==> src/rtl/vmsr_pkg.sv <==
// constants, types and helpers for the margin-low, slew-rate and loop-scale registers
package vmsr_pkg;

  // command codes on the word port
  localparam logic [7:0]  CMD_MARGIN_LOW  = 8'h26;
  localparam logic [7:0]  CMD_SLEW_RATE   = 8'h27;
  localparam logic [7:0]  CMD_LOOP_SCALE  = 8'h29;

  // linear-11 field layout
  localparam int          EXP_MSB         = 15;
  localparam int          EXP_LSB         = 11;
  localparam int          MAN_MSB         = 10;

  // reset values
  localparam logic [4:0]  SLEW_EXP_RST    = 5'h1c;
  localparam logic [10:0] SLEW_MAN_RST    = 11'h010;
  localparam logic [4:0]  SCALE_EXP_RST   = 5'h19;
  localparam logic [10:0] SCALE_MAN_RST   = 11'h040;
  localparam logic [15:0] MARGIN_LOW_RST  = 16'h0100;

  // operation margin field
  localparam int          MARGIN_LSB      = 4;
  localparam logic [1:0]  MARGIN_LOW_CODE = 2'h1;

  // fixed point of decoded linear values: 2^-8
  localparam int          Q_FRAC          = 8;
  localparam int          Q_ONE           = 1 << Q_FRAC;
  localparam int          SLEW_MIN_MILLI  = 67;
  localparam int          SLEW_MAX_MILLI  = 15933;
  localparam int          SLEW_MIN_Q      = (SLEW_MIN_MILLI * Q_ONE + 999) / 1000;
  localparam int          SLEW_MAX_Q      = (SLEW_MAX_MILLI * Q_ONE) / 1000;
  localparam int          SLEW_STEP_Q     = Q_ONE / 16;
  localparam int          SCALE_Q_8TH     = Q_ONE / 8;
  localparam int          SCALE_Q_4TH     = Q_ONE / 4;
  localparam int          SCALE_Q_HALF    = Q_ONE / 2;

  // output voltage code: lsb of 2^-9 V
  localparam int          VOUT_FRAC       = 9;
  localparam int          VOUT_LSB_Q      = (1000 * Q_ONE) >> VOUT_FRAC;
  localparam int          LIM_MV_NONE     = 700;
  localparam int          LIM_MV_HALF     = 1400;
  localparam int          LIM_MV_4TH      = 2800;
  localparam int          LIM_MV_8TH      = 6000;

  // timing: rate is mV/us, clock is 100 ns
  localparam int          US_NS           = 1000;
  localparam int          CLK_NS          = 100;
  localparam int          CYC_PER_US      = US_NS / CLK_NS;
  localparam int          RAMP_STEP_Q     = VOUT_LSB_Q * CYC_PER_US;

  typedef enum logic [1:0] {DIV_8TH, DIV_4TH, DIV_HALF, DIV_NONE} vmsr_div_t;

  // decoded linear-11 value, scaled by 2^Q_FRAC
  function automatic int lin11_q(input logic [15:0] w);
    int e;
    int m;
    e = int'($signed(w[EXP_MSB:EXP_LSB])) + Q_FRAC;
    m = int'($signed(w[MAN_MSB:0]));
    if (e >= 0)
      return m <<< e;
    return m >>> (-e);
  endfunction

  function automatic vmsr_div_t div_of(input logic [15:0] w);
    int q;
    q = lin11_q(w);
    if (q <= SCALE_Q_8TH)
      return DIV_8TH;
    if (q <= SCALE_Q_4TH)
      return DIV_4TH;
    if (q <= SCALE_Q_HALF)
      return DIV_HALF;
    return DIV_NONE;
  endfunction

  function automatic int vout_limit(input vmsr_div_t d);
    case (d)
      DIV_8TH:  return (LIM_MV_8TH << VOUT_FRAC) / 1000;
      DIV_4TH:  return (LIM_MV_4TH << VOUT_FRAC) / 1000;
      DIV_HALF: return (LIM_MV_HALF << VOUT_FRAC) / 1000;
      default:  return (LIM_MV_NONE << VOUT_FRAC) / 1000;
    endcase
  endfunction

endpackage

==> src/rtl/vmsr_slew.sv <==
// reference ramp that walks the output code toward its target at a programmed rate
`timescale 1ns/10ps
`default_nettype none
module vmsr_slew (
  // clock and reset
  input  wire logic        clk,
  input  wire logic        rst,
  // control
  input  wire logic        bypass,
  input  wire logic [15:0] rate_q,
  input  wire logic [15:0] target,
  // reference
  output logic      [15:0] vref
);
  import vmsr_pkg::*;

  logic [15:0] acc;
  logic [16:0] acc_sum;

  assign acc_sum = {1'b0, acc} + {1'b0, rate_q};

  // one code step per cycle at most: the highest rate stays below RAMP_STEP_Q
  always_ff @(posedge clk) begin
    if (rst) begin
      vref <= 16'h0000;
      acc  <= 16'h0000;
    end else if (bypass) begin
      vref <= target;
      acc  <= 16'h0000;
    end else if (vref == target) begin
      acc  <= 16'h0000;
    end else if (acc_sum >= 17'(RAMP_STEP_Q)) begin
      acc  <= 16'(acc_sum - 17'(RAMP_STEP_Q));
      vref <= (target > vref) ? vref + 16'h0001 : vref - 16'h0001;
    end else begin
      acc  <= acc_sum[15:0];
    end
  end

endmodule
`default_nettype wire

==> src/rtl/vmsr_regs.sv <==
// margin-low, output slew rate and loop scale setpoint registers with reference control
// Summary of operation
// - margin low selected: target is margin-low setpoint plus trim offset
// - margin transitions ramp at the programmed slew rate, never step
// - margin-low setpoint is a 16-bit word written and read back by the host
// - out-of-range writes to the three registers are dropped and flag a data fault
// - slew rate applies to normal changes, not to turn-on or turn-off ramps
// - slew exponent in bits 15:11 resets to minus four, 1/16 mV/us steps
// - slew mantissa in bits 10:0 loads from nonvolatile memory
// - valid slew codes read back unchanged; hardware uses nearest 1/16 mV/us
// - slew settings accepted only from 0.067 to 15.933 mV/us
// - loop scale reaches hardware at once when disabled; held while converting
// - loop scale sets the command-to-loop-input voltage mapping
// - loop scale selects the internal feedback divider setting
// - target above the maximum limit is clamped, and while converting raises the max/min warning
// - decoded scale is quantized to 1/8, 1/4, 1/2 or 1
`timescale 1ns/10ps
`default_nettype none
module vmsr_regs (
  // clock and reset
  input  wire logic                     CLK_SYS,
  input  wire logic                     RST,
  // host word port
  input  wire logic                     CMD_WRITE,
  input  wire logic                     CMD_READ,
  input  wire logic [7:0]               CMD_CODE,
  input  wire logic [15:0]              CMD_WDATA,
  output logic      [15:0]              RDATA,
  output logic                          RDATA_VALID,
  // nonvolatile memory and supply
  input  wire logic                     NVM_LOAD,
  input  wire logic [15:0]              NVM_MARGIN_LOW,
  input  wire logic [10:0]              NVM_SLEW_MANTISSA,
  input  wire logic [15:0]              NVM_LOOP_SCALE,
  input  wire logic                     UNDERVOLTAGE_LOCKOUT,
  // converter state
  input  wire logic [7:0]               OPERATION,
  input  wire logic                     CONV_EN,
  input  wire logic                     ONOFF_RAMP,
  input  wire logic [15:0]              VOUT_COMMAND,
  input  wire logic [15:0]              VOUT_TRIM,
  input  wire logic [15:0]              VOUT_MAX,
  // status
  input  wire logic                     STATUS_CLEAR,
  output logic                          DATA_FAULT,
  output logic                          MAX_MIN_WARN,
  output logic                          HOST_ALERT,
  // reference and divider
  output logic      [15:0]              VREF_TARGET,
  output logic      [15:0]              VREF,
  output logic      [15:0]              LOOP_SCALE_HW,
  output vmsr_pkg::vmsr_div_t           DIVIDER_SEL
);
  import vmsr_pkg::*;

  ////////////////////////////////////////////////////////////////////////
  logic [15:0]        margin_low_value;
  logic [15:0]        output_slew_rate;
  logic [15:0]        loop_scale_factor;
  logic [15:0]        next_scale_hw;
  logic [15:0]        rate_hw;
  logic [15:0]        next_target;
  logic signed [17:0] trim_s;
  logic signed [17:0] wr_sum;
  logic signed [17:0] tgt_sum;
  logic               margin_active;
  logic               clamp_hi;
  logic               wr_margin;
  logic               wr_slew;
  logic               wr_scale;
  logic               margin_ok;
  logic               slew_ok;
  logic               scale_ok;
  logic               wr_bad;
  int                 wr_q;
  int                 slew_q;

  assign wr_margin     = CMD_WRITE && (CMD_CODE == CMD_MARGIN_LOW);
  assign wr_slew       = CMD_WRITE && (CMD_CODE == CMD_SLEW_RATE);
  assign wr_scale      = CMD_WRITE && (CMD_CODE == CMD_LOOP_SCALE);
  assign trim_s        = 18'(signed'(VOUT_TRIM));
  assign margin_active = OPERATION[MARGIN_LSB +: 2] == MARGIN_LOW_CODE;

  ////////////////////////////////////////////////////////////////////////
  // write validity
  always_comb begin
    wr_q      = lin11_q(CMD_WDATA);
    wr_sum    = signed'({2'b00, CMD_WDATA}) + trim_s;
    // limit follows the divider actually in use
    margin_ok = (wr_sum >= 0) && (int'(wr_sum) <= vout_limit(DIVIDER_SEL));
    slew_ok   = (wr_q >= SLEW_MIN_Q) && (wr_q <= SLEW_MAX_Q);
    scale_ok  = (wr_q > 0) && (wr_q <= Q_ONE);
    wr_bad    = (wr_margin && !margin_ok) || (wr_slew && !slew_ok) || (wr_scale && !scale_ok);
  end

  ////////////////////////////////////////////////////////////////////////
  // stored registers
  always_ff @(posedge CLK_SYS) begin
    if (RST)
      margin_low_value <= MARGIN_LOW_RST;
    else if (NVM_LOAD)
      margin_low_value <= NVM_MARGIN_LOW;
    else if (wr_margin && margin_ok)
      margin_low_value <= CMD_WDATA;
  end

  always_ff @(posedge CLK_SYS) begin
    if (RST)
      output_slew_rate <= {SLEW_EXP_RST, SLEW_MAN_RST};
    else if (NVM_LOAD)
      output_slew_rate <= {SLEW_EXP_RST, NVM_SLEW_MANTISSA};
    else if (wr_slew && slew_ok)
      output_slew_rate <= CMD_WDATA;
  end

  always_ff @(posedge CLK_SYS) begin
    if (RST)
      loop_scale_factor <= {SCALE_EXP_RST, SCALE_MAN_RST};
    else if (NVM_LOAD)
      loop_scale_factor <= NVM_LOOP_SCALE;
    else if (wr_scale && scale_ok)
      loop_scale_factor <= CMD_WDATA;
  end

  ////////////////////////////////////////////////////////////////////////
  // loop scale into hardware: held while converting, released by restore or lockout
  always_comb begin
    next_scale_hw = LOOP_SCALE_HW;
    if (NVM_LOAD)
      next_scale_hw = NVM_LOOP_SCALE;
    else if (UNDERVOLTAGE_LOCKOUT)
      next_scale_hw = loop_scale_factor;
    else if (wr_scale && scale_ok && !CONV_EN)
      next_scale_hw = CMD_WDATA;
  end

  always_ff @(posedge CLK_SYS) begin
    if (RST) begin
      LOOP_SCALE_HW <= {SCALE_EXP_RST, SCALE_MAN_RST};
      DIVIDER_SEL   <= DIV_HALF;
    end else begin
      LOOP_SCALE_HW <= next_scale_hw;
      DIVIDER_SEL   <= div_of(next_scale_hw);
    end
  end

  ////////////////////////////////////////////////////////////////////////
  // target voltage; recomputed every cycle so setpoint or trim rewrites follow
  always_comb begin
    tgt_sum     = (margin_active ? signed'({2'b00, margin_low_value})
                                 : signed'({2'b00, VOUT_COMMAND})) + trim_s;
    clamp_hi    = tgt_sum > signed'({2'b00, VOUT_MAX});
    next_target = tgt_sum[15:0];
    if (clamp_hi)
      next_target = VOUT_MAX;
    else if (tgt_sum < 0)
      next_target = 16'h0000;
  end

  always_ff @(posedge CLK_SYS) begin
    if (RST)
      VREF_TARGET <= 16'h0000;
    else
      VREF_TARGET <= next_target;
  end

  // hardware rate rounded to the nearest 1/16 mV/us
  always_comb begin
    slew_q  = lin11_q(output_slew_rate);
    rate_hw = 16'(((slew_q + SLEW_STEP_Q / 2) / SLEW_STEP_Q) * SLEW_STEP_Q);
  end

  // turn-on and turn-off ramps belong to soft start, so the reference follows directly
  vmsr_slew u_slew (
    .clk    (CLK_SYS),
    .rst    (RST),
    .bypass (ONOFF_RAMP),
    .rate_q (rate_hw),
    .target (VREF_TARGET),
    .vref   (VREF)
  );

  ////////////////////////////////////////////////////////////////////////
  // sticky status; a new event in the clearing cycle wins
  always_ff @(posedge CLK_SYS) begin
    if (RST) begin
      DATA_FAULT   <= 1'b0;
      MAX_MIN_WARN <= 1'b0;
      HOST_ALERT   <= 1'b0;
    end else begin
      DATA_FAULT   <= (DATA_FAULT && !STATUS_CLEAR) || wr_bad;
      MAX_MIN_WARN <= (MAX_MIN_WARN && !STATUS_CLEAR) || (clamp_hi && CONV_EN);
      HOST_ALERT   <= ((DATA_FAULT || MAX_MIN_WARN) && !STATUS_CLEAR) || wr_bad || (clamp_hi && CONV_EN);
    end
  end

  ////////////////////////////////////////////////////////////////////////
  // word reads; unmapped codes answer zero
  always_ff @(posedge CLK_SYS) begin
    if (RST) begin
      RDATA       <= 16'h0000;
      RDATA_VALID <= 1'b0;
    end else begin
      RDATA_VALID <= CMD_READ;
      if (!CMD_READ)
        RDATA <= RDATA;
      else if (CMD_CODE == CMD_MARGIN_LOW)
        RDATA <= margin_low_value;
      else if (CMD_CODE == CMD_SLEW_RATE)
        RDATA <= output_slew_rate;
      else if (CMD_CODE == CMD_LOOP_SCALE)
        RDATA <= loop_scale_factor;
      else
        RDATA <= 16'h0000;
    end
  end
endmodule
`default_nettype wire

==> config.mk <==
export PLATFORM = sky130hd
export DESIGN_NAME = vmsr_regs
export DESIGN_NICKNAME = d
export VERILOG_FILES = /design/src/rtl/vmsr_pkg.sv /design/src/rtl/vmsr_slew.sv /design/src/rtl/vmsr_regs.sv
export SDC_FILE = /design/constraint.sdc
export NUM_CORES = 1
export LEC_CHECK = 0
export BUFFER_PORTS_ARGS = -buffer_cell sky130_fd_sc_hd__buf_2
export CAP_MARGIN = 30
export CORE_ASPECT_RATIO = 1.25
export CORE_MARGIN = 2
export CORE_UTILIZATION = 50
export CTS_BUF_LIST = sky130_fd_sc_hd__clkbuf_4
export CTS_CLUSTER_DIAMETER = 100
export CTS_CLUSTER_SIZE = 28
export DETAILED_ROUTE_END_ITERATION = 8
export HOLD_SLACK_MARGIN = 0.1
export PLACE_DENSITY_LB_ADDON = 0.15
export SLEW_MARGIN = 10
export SYNTH_ARGS = -nofsm -noshare
export SYNTH_HDL_FRONTEND = slang
export SYNTH_SLANG_ARGS = --single-unit
export TNS_END_PERCENT = 50
==> constraint.sdc <==
create_clock -name CLK_SYS -period 24.7 [get_ports CLK_SYS]
set_clock_uncertainty 0.05 [all_clocks]
set_input_delay 4.94 -clock CLK_SYS [delete_from_list [all_inputs] [get_ports CLK_SYS]]
set_output_delay 4.94 -clock CLK_SYS [all_outputs]
set_load 0.01 [all_outputs]
After elaboration in Yosys (flattened, before gate mapping)
Cells that the tools add are included.

word-level totals
  register bits = 134
  bits in latches = 0
  RAM bits = 0
  bits in read-only memories = 0
  input bits = 132
  output and inout bits = 70
  logic and storage cells = 144
  memories kept = 0

operators by class
  add/sub/neg operators = 14
  multiply operators = 0
  divide/modulo/power cells = 0
  order comparisons = 16
  equal/unequal tests = 8
  shifts and indexed selects = 6
  muxes and demuxes = 47
  bitwise logic cells = 1
  reductions and logical operators = 38

operators with widths
  operator                                                                               number
  16-bit 2-to-1 mux                                                                      18
  32-bit 2-to-1 mux                                                                      7
  6-bit negation with 32-bit output                                                      3
  11-bit by 32-bit <<< shifter with 32-bit output                                        3
  11-bit by 32-bit >>> shifter with 32-bit output                                        3
  17-bit by 16-bit adder with 18-bit output                                              2
  12-bit case mux with 3 select lines                                                    1
  32-bit by 5-bit adder with 32-bit output (second input constant)                       1
  32-bit by 6-bit greater-or-equal comparator with 1-bit output (second input constant)  1
  32-bit by 1-bit > comparator with 1-bit output (second input constant)                 1
  32-bit by 10-bit less-or-equal comparator with 1-bit output (second input constant)    1
  32-bit by 13-bit less-or-equal comparator with 1-bit output (second input constant)    1
  32-bit by 7-bit less-or-equal comparator with 1-bit output (second input constant)     1
  32-bit by 8-bit less-or-equal comparator with 1-bit output (second input constant)     1
  32-bit by 9-bit less-or-equal comparator with 1-bit output (second input constant)     1
  8-bit by 6-bit equality test with 1-bit output (second input constant)                 3
  11-bit 2-to-1 mux                                                                      2
  5-bit by 5-bit adder with 6-bit output (second input constant)                         3
  18-bit by 1-bit greater-or-equal comparator with 1-bit output (second input constant)  1
  6-bit by 1-bit greater-or-equal comparator with 1-bit output (second input constant)   3
  18-bit by 17-bit > comparator with 1-bit output                                        1
  18-bit by 13-bit less-or-equal comparator with 1-bit output                            1
  18-bit by 1-bit less-than comparator with 1-bit output (second input constant)         1
  16-bit by 16-bit adder with 17-bit output                                              1
  22 further kinds                                                                       69

Logic depth before layout (Yosys ltp)
  depth after elaboration = 28
  mapped depth = 47
  depth with buffers taken out = 42

Hierarchy
A second synthesis with hierarchy kept.

second synthesis, totals
  cells, all modules = 2195
  area, all modules = 16513.3 um^2

modules (own cells, without submodules)
  module     times used  cells an instance  area each (um^2)  seq. area each (um^2)
  vmsr_regs  1           1767               13006.2           2042.0
  vmsr_slew  1           428                3507.1            640.6

Worst setup path before layout
No wires, ideal clock.

  path kind = input to register
  start = in CMD_WDATA[14]
  end = reg DIVIDER_SEL[0]
  library setup time = 0.091 ns
  data arrival time = 13.085 ns
  required time = 24.559 ns
  setup slack = 11.474 ns
  cell stages on the path = 37
  path through = clkbuf_1 -> clkbuf_1 -> inv_1 -> ha_1 -> clkbuf_1 -> inv_1 -> nand3_1 -> ha_1 -> or4b_4 -> nor4_1 -> mux2_2 -> a211o_1 -> a311o_1 -> nor4_4 -> mux2_4 -> nand3_1 -> clkbuf_1 -> a21oi_1 -> nor2_1 -> a21oi_1 -> o21ai_0 -> ha_1 -> clkbuf_1 -> or3_1 -> ha_1 -> nand2_1 -> nor3_1 -> nand4_1 -> nor2_1 -> nor2_1 -> a211oi_1 -> o21ai_1 -> nor4b_2 -> o211ai_1 -> nor2_2 -> mux2i_1 -> a311oi_1

between the ends
  cells in the longest elaborated chain, start to end = 25

RTL lines
  item                                                                                                                                  RTL line          RTL
  from (decl)                                                                                                                           vmsr_regs.sv:27   input wire logic [15:0] CMD_WDATA,
  5-bit by 5-bit adder with 6-bit output *                                                                                              vmsr_pkg.sv:57    e = int'($signed(w[EXP_MSB:EXP_LSB])) + Q_FRAC;
  6-bit negation with 32-bit output (tied with other cells)                                                                             vmsr_pkg.sv:61    return m >>> (-e);
  11-bit by 32-bit >>> shifter with 32-bit output (tied with other cells)                                                               vmsr_pkg.sv:61
  32-bit 2-to-1 mux *                                                                                                                   vmsr_pkg.sv:61
  32-bit by 1-bit > comparator with 1-bit output / 32-bit by 10-bit less-or-equal comparator with 1-bit output (equally long branches)  vmsr_regs.sv:92   scale_ok = (wr_q > 0) && (wr_q <= Q_ONE);
  1-bit logical AND *                                                                                                                   vmsr_regs.sv:92
  1-bit logical AND * (2 in series)                                                                                                     vmsr_regs.sv:133  else if (wr_scale && scale_ok && !CONV_EN)
  16-bit 2-to-1 mux *                                                                                                                   vmsr_regs.sv:133
  [... 2 more ...]                                                                                                                      n/a
  named net next_scale_hw[15]                                                                                                           vmsr_regs.sv:60   logic [15:0] next_scale_hw;
  [... 5 more ...]                                                                                                                      n/a
  32-bit 2-to-1 mux *                                                                                                                   vmsr_regs.sv:138  if (RST) begin
  32-bit by 9-bit less-or-equal comparator with 1-bit output                                                                            vmsr_pkg.sv:71    if (q <= SCALE_Q_HALF)
  1-bit 2-to-1 mux (2 in series)                                                                                                        vmsr_pkg.sv:71
  1-bit 2-to-1 mux                                                                                                                      vmsr_pkg.sv:69    if (q <= SCALE_Q_4TH)
  1-bit 2-to-1 mux                                                                                                                      vmsr_regs.sv:138
  2-bit 2-to-1 mux                                                                                                                      vmsr_pkg.sv:73    return DIV_NONE;
  2-bit 2-to-1 mux                                                                                                                      vmsr_pkg.sv:71
  2-bit 2-to-1 mux *                                                                                                                    vmsr_pkg.sv:69
  to (signal assigned)                                                                                                                  vmsr_regs.sv:143  DIVIDER_SEL <= div_of(next_scale_hw);
  to (decl)                                                                                                                             vmsr_regs.sv:52   output vmsr_pkg::vmsr_div_t DIVIDER_SEL

Mark *: on every way through the listed nets, which the timed path passes. The select of a mux whose other input is x is not followed.
A chain may end at the register's enable or synchronous reset.

Worst setup path after layout
Same ends and word-level chain as after synthesis.

==> results by group <==
Placement
  • I/O Buffers: 195
  • Post-detail-place hpwl: 39,020 um
  • DP Worst Slack: 10.42 ns
  • Placer Congestion: 0.9498
  • Placed Instances: 2,506

Setup path
  • Crit Path Max Fanout: 23
  • Arrival @ worst endpoint: 14.24 ns
  • Critical Setup Path Class: in2reg
  • Crit. End Element: register
  • Largest stage delay, worst path: 0.62 ns
  • CP max-delay cell: ha_1
  • Crit path buffers/inverters: 4
  • CP Launch Type: primary input
  • Crit path max-delay family: simple AND/OR/NAND/NOR gates
  • Worst Path Required: 25.11 ns

Floorplanning
  • DIE HEIGHT: 199.1 um
  • Starting Density: 0.5071
  • Core area: 30,030 um2
  • DIE WIDTH: 160.1 um
  • Rows: 71
  • DIE AREA: 31,870 um2
  • IO Pins: 202

CTS
  • Htree depth: 4
  • CTS resizes: 0
  • Root buffer cell: clkbuf_4
  • CTS Hold Bufs: 0
  • Clock Path Buffers: 2
  • Worst-path clk slew: 0.16 ns
  • Postcts setup bufs: 0
  • Clk sink count: 131
  • Clk_lat worst skew: 0.60 ns
  • CTS tree: built
  • Clock buffer count from CTS: 17

STA
  • Crit share post-route: 0.5600
  • PnR worst setup slack: 10.87 ns
  • Hold WS: 0.4332 ns
  • Max-slew violation count: 0
  • Final setup vio count: 0
  • Slew @ Worst Pin: 0.9567 ns
  • Setup tns final: 0 ns
  • Slew headroom: 0.3576
  • Hold violation total from the final report: 0
  • Fin crit period: 13.83 ns
  • RSZ-0062 raised after global routing: no
  • Fmax: 72.29 MHz

GRT
  • Initial antenna violation count: 4
  • All-Layer GR Usage: 0.3081
  • Vias in the first global route: 15,113
  • First-pass GRT wire length: 78,750 um
  • Largest net degree at the start of global routing: 70
  • Gr ovfl total: 0

Drt
  • Routed via count: 15,824
  • DRT Wirelength: 50,070 um
  • DRC Markers: 0
  • Router iterations before antenna repair: 6
  • DR iter-0 viols: 1,351
  • Vias per cell: 6.227
  • Final ANT Viol Nets: 0
  • WL/cell: 19.70 um

Synthesis
  • Synth Cell Area: 15,230 um2
  • Register area share after synthesis: 0.1722
  • Netlist cell types: 92
  • Async SR Flop Fraction: 0
  • #FFs+latches synth: 131
  • Yosys warnings: 0
  • Mapped Nets: 2,297
  • Syn Inst Count: 2,017
  • Mapped Avg Cell Area: 7.549 um2
  • Number of flops mapped to enable cells by yosys: 0
  • Synth Flop Type: dfxtp_1

Final layout
  • # fillers: 3,025
  • Most frequent cells in the layout: 200 x nor2_1, 195 x buf_2, 182 x nand2_1
  • Multi-input logic area: 11,690 um2
  • Layout area overhead: 9.278%
  • Most common cell after layout, fill and taps aside: nor2_1
  • Area occupied by registers: 2623 um2
  • Nets: 2,404
  • Non-filler cells in the finished layout: 2,541
  • Layout cells sized above 1: 0.1605

Power and ir drop
  • Leakage: 7.249 nW
  • Maximum VDD drop: 0.03990 mV
  • Design Power: 982.8 uW
  • Power per standard cell area: 59.07 nW/um2

Status
  • Status: complete, no violations

Job
  • Max-Cap Viols: 0

Worst hold path
  • Hold crit path type: reg2reg
[tightest hold or removal path, stage by stage, from the launching register on]
cell	delay, ns
dfxtp_1	0.33
nor2_1	0.08
nor3_1	0.04
[per-layer routing]
layer	part of all wire	global-route usage	vias to the layer above
met5	0.00024	0	-
met4	0.041	0.1248	2
met3	0.060	0.04047	129
met2	0.49	0.5581	587
met1	0.41	0.3689	7502
li1	-	-	7604
[final timing paths]
| path | start | endpoint | slack [ns] | cells past startpoint |
|---|---|---|---|---|
| worst min register to register | RDATA[3] | RDATA[3] | 0.43 | 2 |
| worst max register to register | output_slew_rate[14] | u_slew.vref[8] | 15.02 | 37 |
| worst min-delay path | RDATA[3] | RDATA[3] | 0.43 | 2 |
| worst max-delay path | CMD_WDATA[14] | DIVIDER_SEL[0] | 10.87 | 34 |
[stage by stage]
stage / instance area, um2 / utilization
floorplan: 15230 / -
global placement: 16350 / 0.5444
detailed placement: 16360 / 0.5449
CTS: 16630 / 0.5539
global route: 16640 / 0.5541
finish: 16640 / 0.5541
[area by class of cell]
| cell class | instances | share of cell area |
|---|---|---|
| antenna | 3 | 0.0004512 |
| timing repair buffer | 213 | 0.06678 |
| inverter | 117 | 0.02639 |
| clock inverter | 15 | 0.008498 |
| clock buffer | 17 | 0.007670 |
| sequential | 131 | 0.1576 |
| tap | 401 | 0.03015 |
| multi-input combinational | 1644 | 0.7024 |
[state kept, by name, summed over array words and instances, names as in the netlist, 2 cells and up]
| name | count |
|---|---|
| DIVIDER_SEL | 2 |
| LOOP_SCALE_HW | 16 |
| margin_low_value | 16 |
| u_slew.acc | 13 |
| RDATA | 16 |
| loop_scale_factor | 16 |
| VREF_TARGET | 16 |
| output_slew_rate | 16 |
| u_slew.vref | 16 |
[report_power, final]
| part | leakage [nW] | switching [mW] | internal (mW) | total [mW] |
|---|---|---|---|---|
| clock | 0.142 | 0.104 | 0.0448 | 0.148 |
| sequential | 1.08 | 0.0258 | 0.239 | 0.265 |
| combinational | 6.03 | 0.329 | 0.240 | 0.569 |
| total | 7.25 | 0.459 | 0.524 | 0.983 |
[synthesized netlist by cell type (45+ instances only)]
library cell / n / area share
ha_1: 141 / 0.12
nor2_1: 200 / 0.049
inv_1: 111 / 0.027
nor3_1: 53 / 0.017
dfxtp_1: 131 / 0.17
o21ai_0: 106 / 0.035
nand2_1: 182 / 0.045
xnor2_1: 55 / 0.032
mux2_2: 45 / 0.033
clkbuf_1: 97 / 0.024
mux2i_1: 111 / 0.073
a21oi_1: 147 / 0.048
[cells by family (layout without fill, tap and decap cells)]
kind of cell    after synthesis  in the layout  share of synthesized area
xor+xnor                     76             76                    0.04372
other cells                   0              3                          0
buf+inv                     242            362                    0.06245
fa+ha+maj                   148            148                     0.1251
compound gates              557            557                     0.2409
flops                       131            131                     0.1722
mux                         177            177                     0.1358
simple gates                686            686                     0.2199
Power figures use the tool's default switching activity.
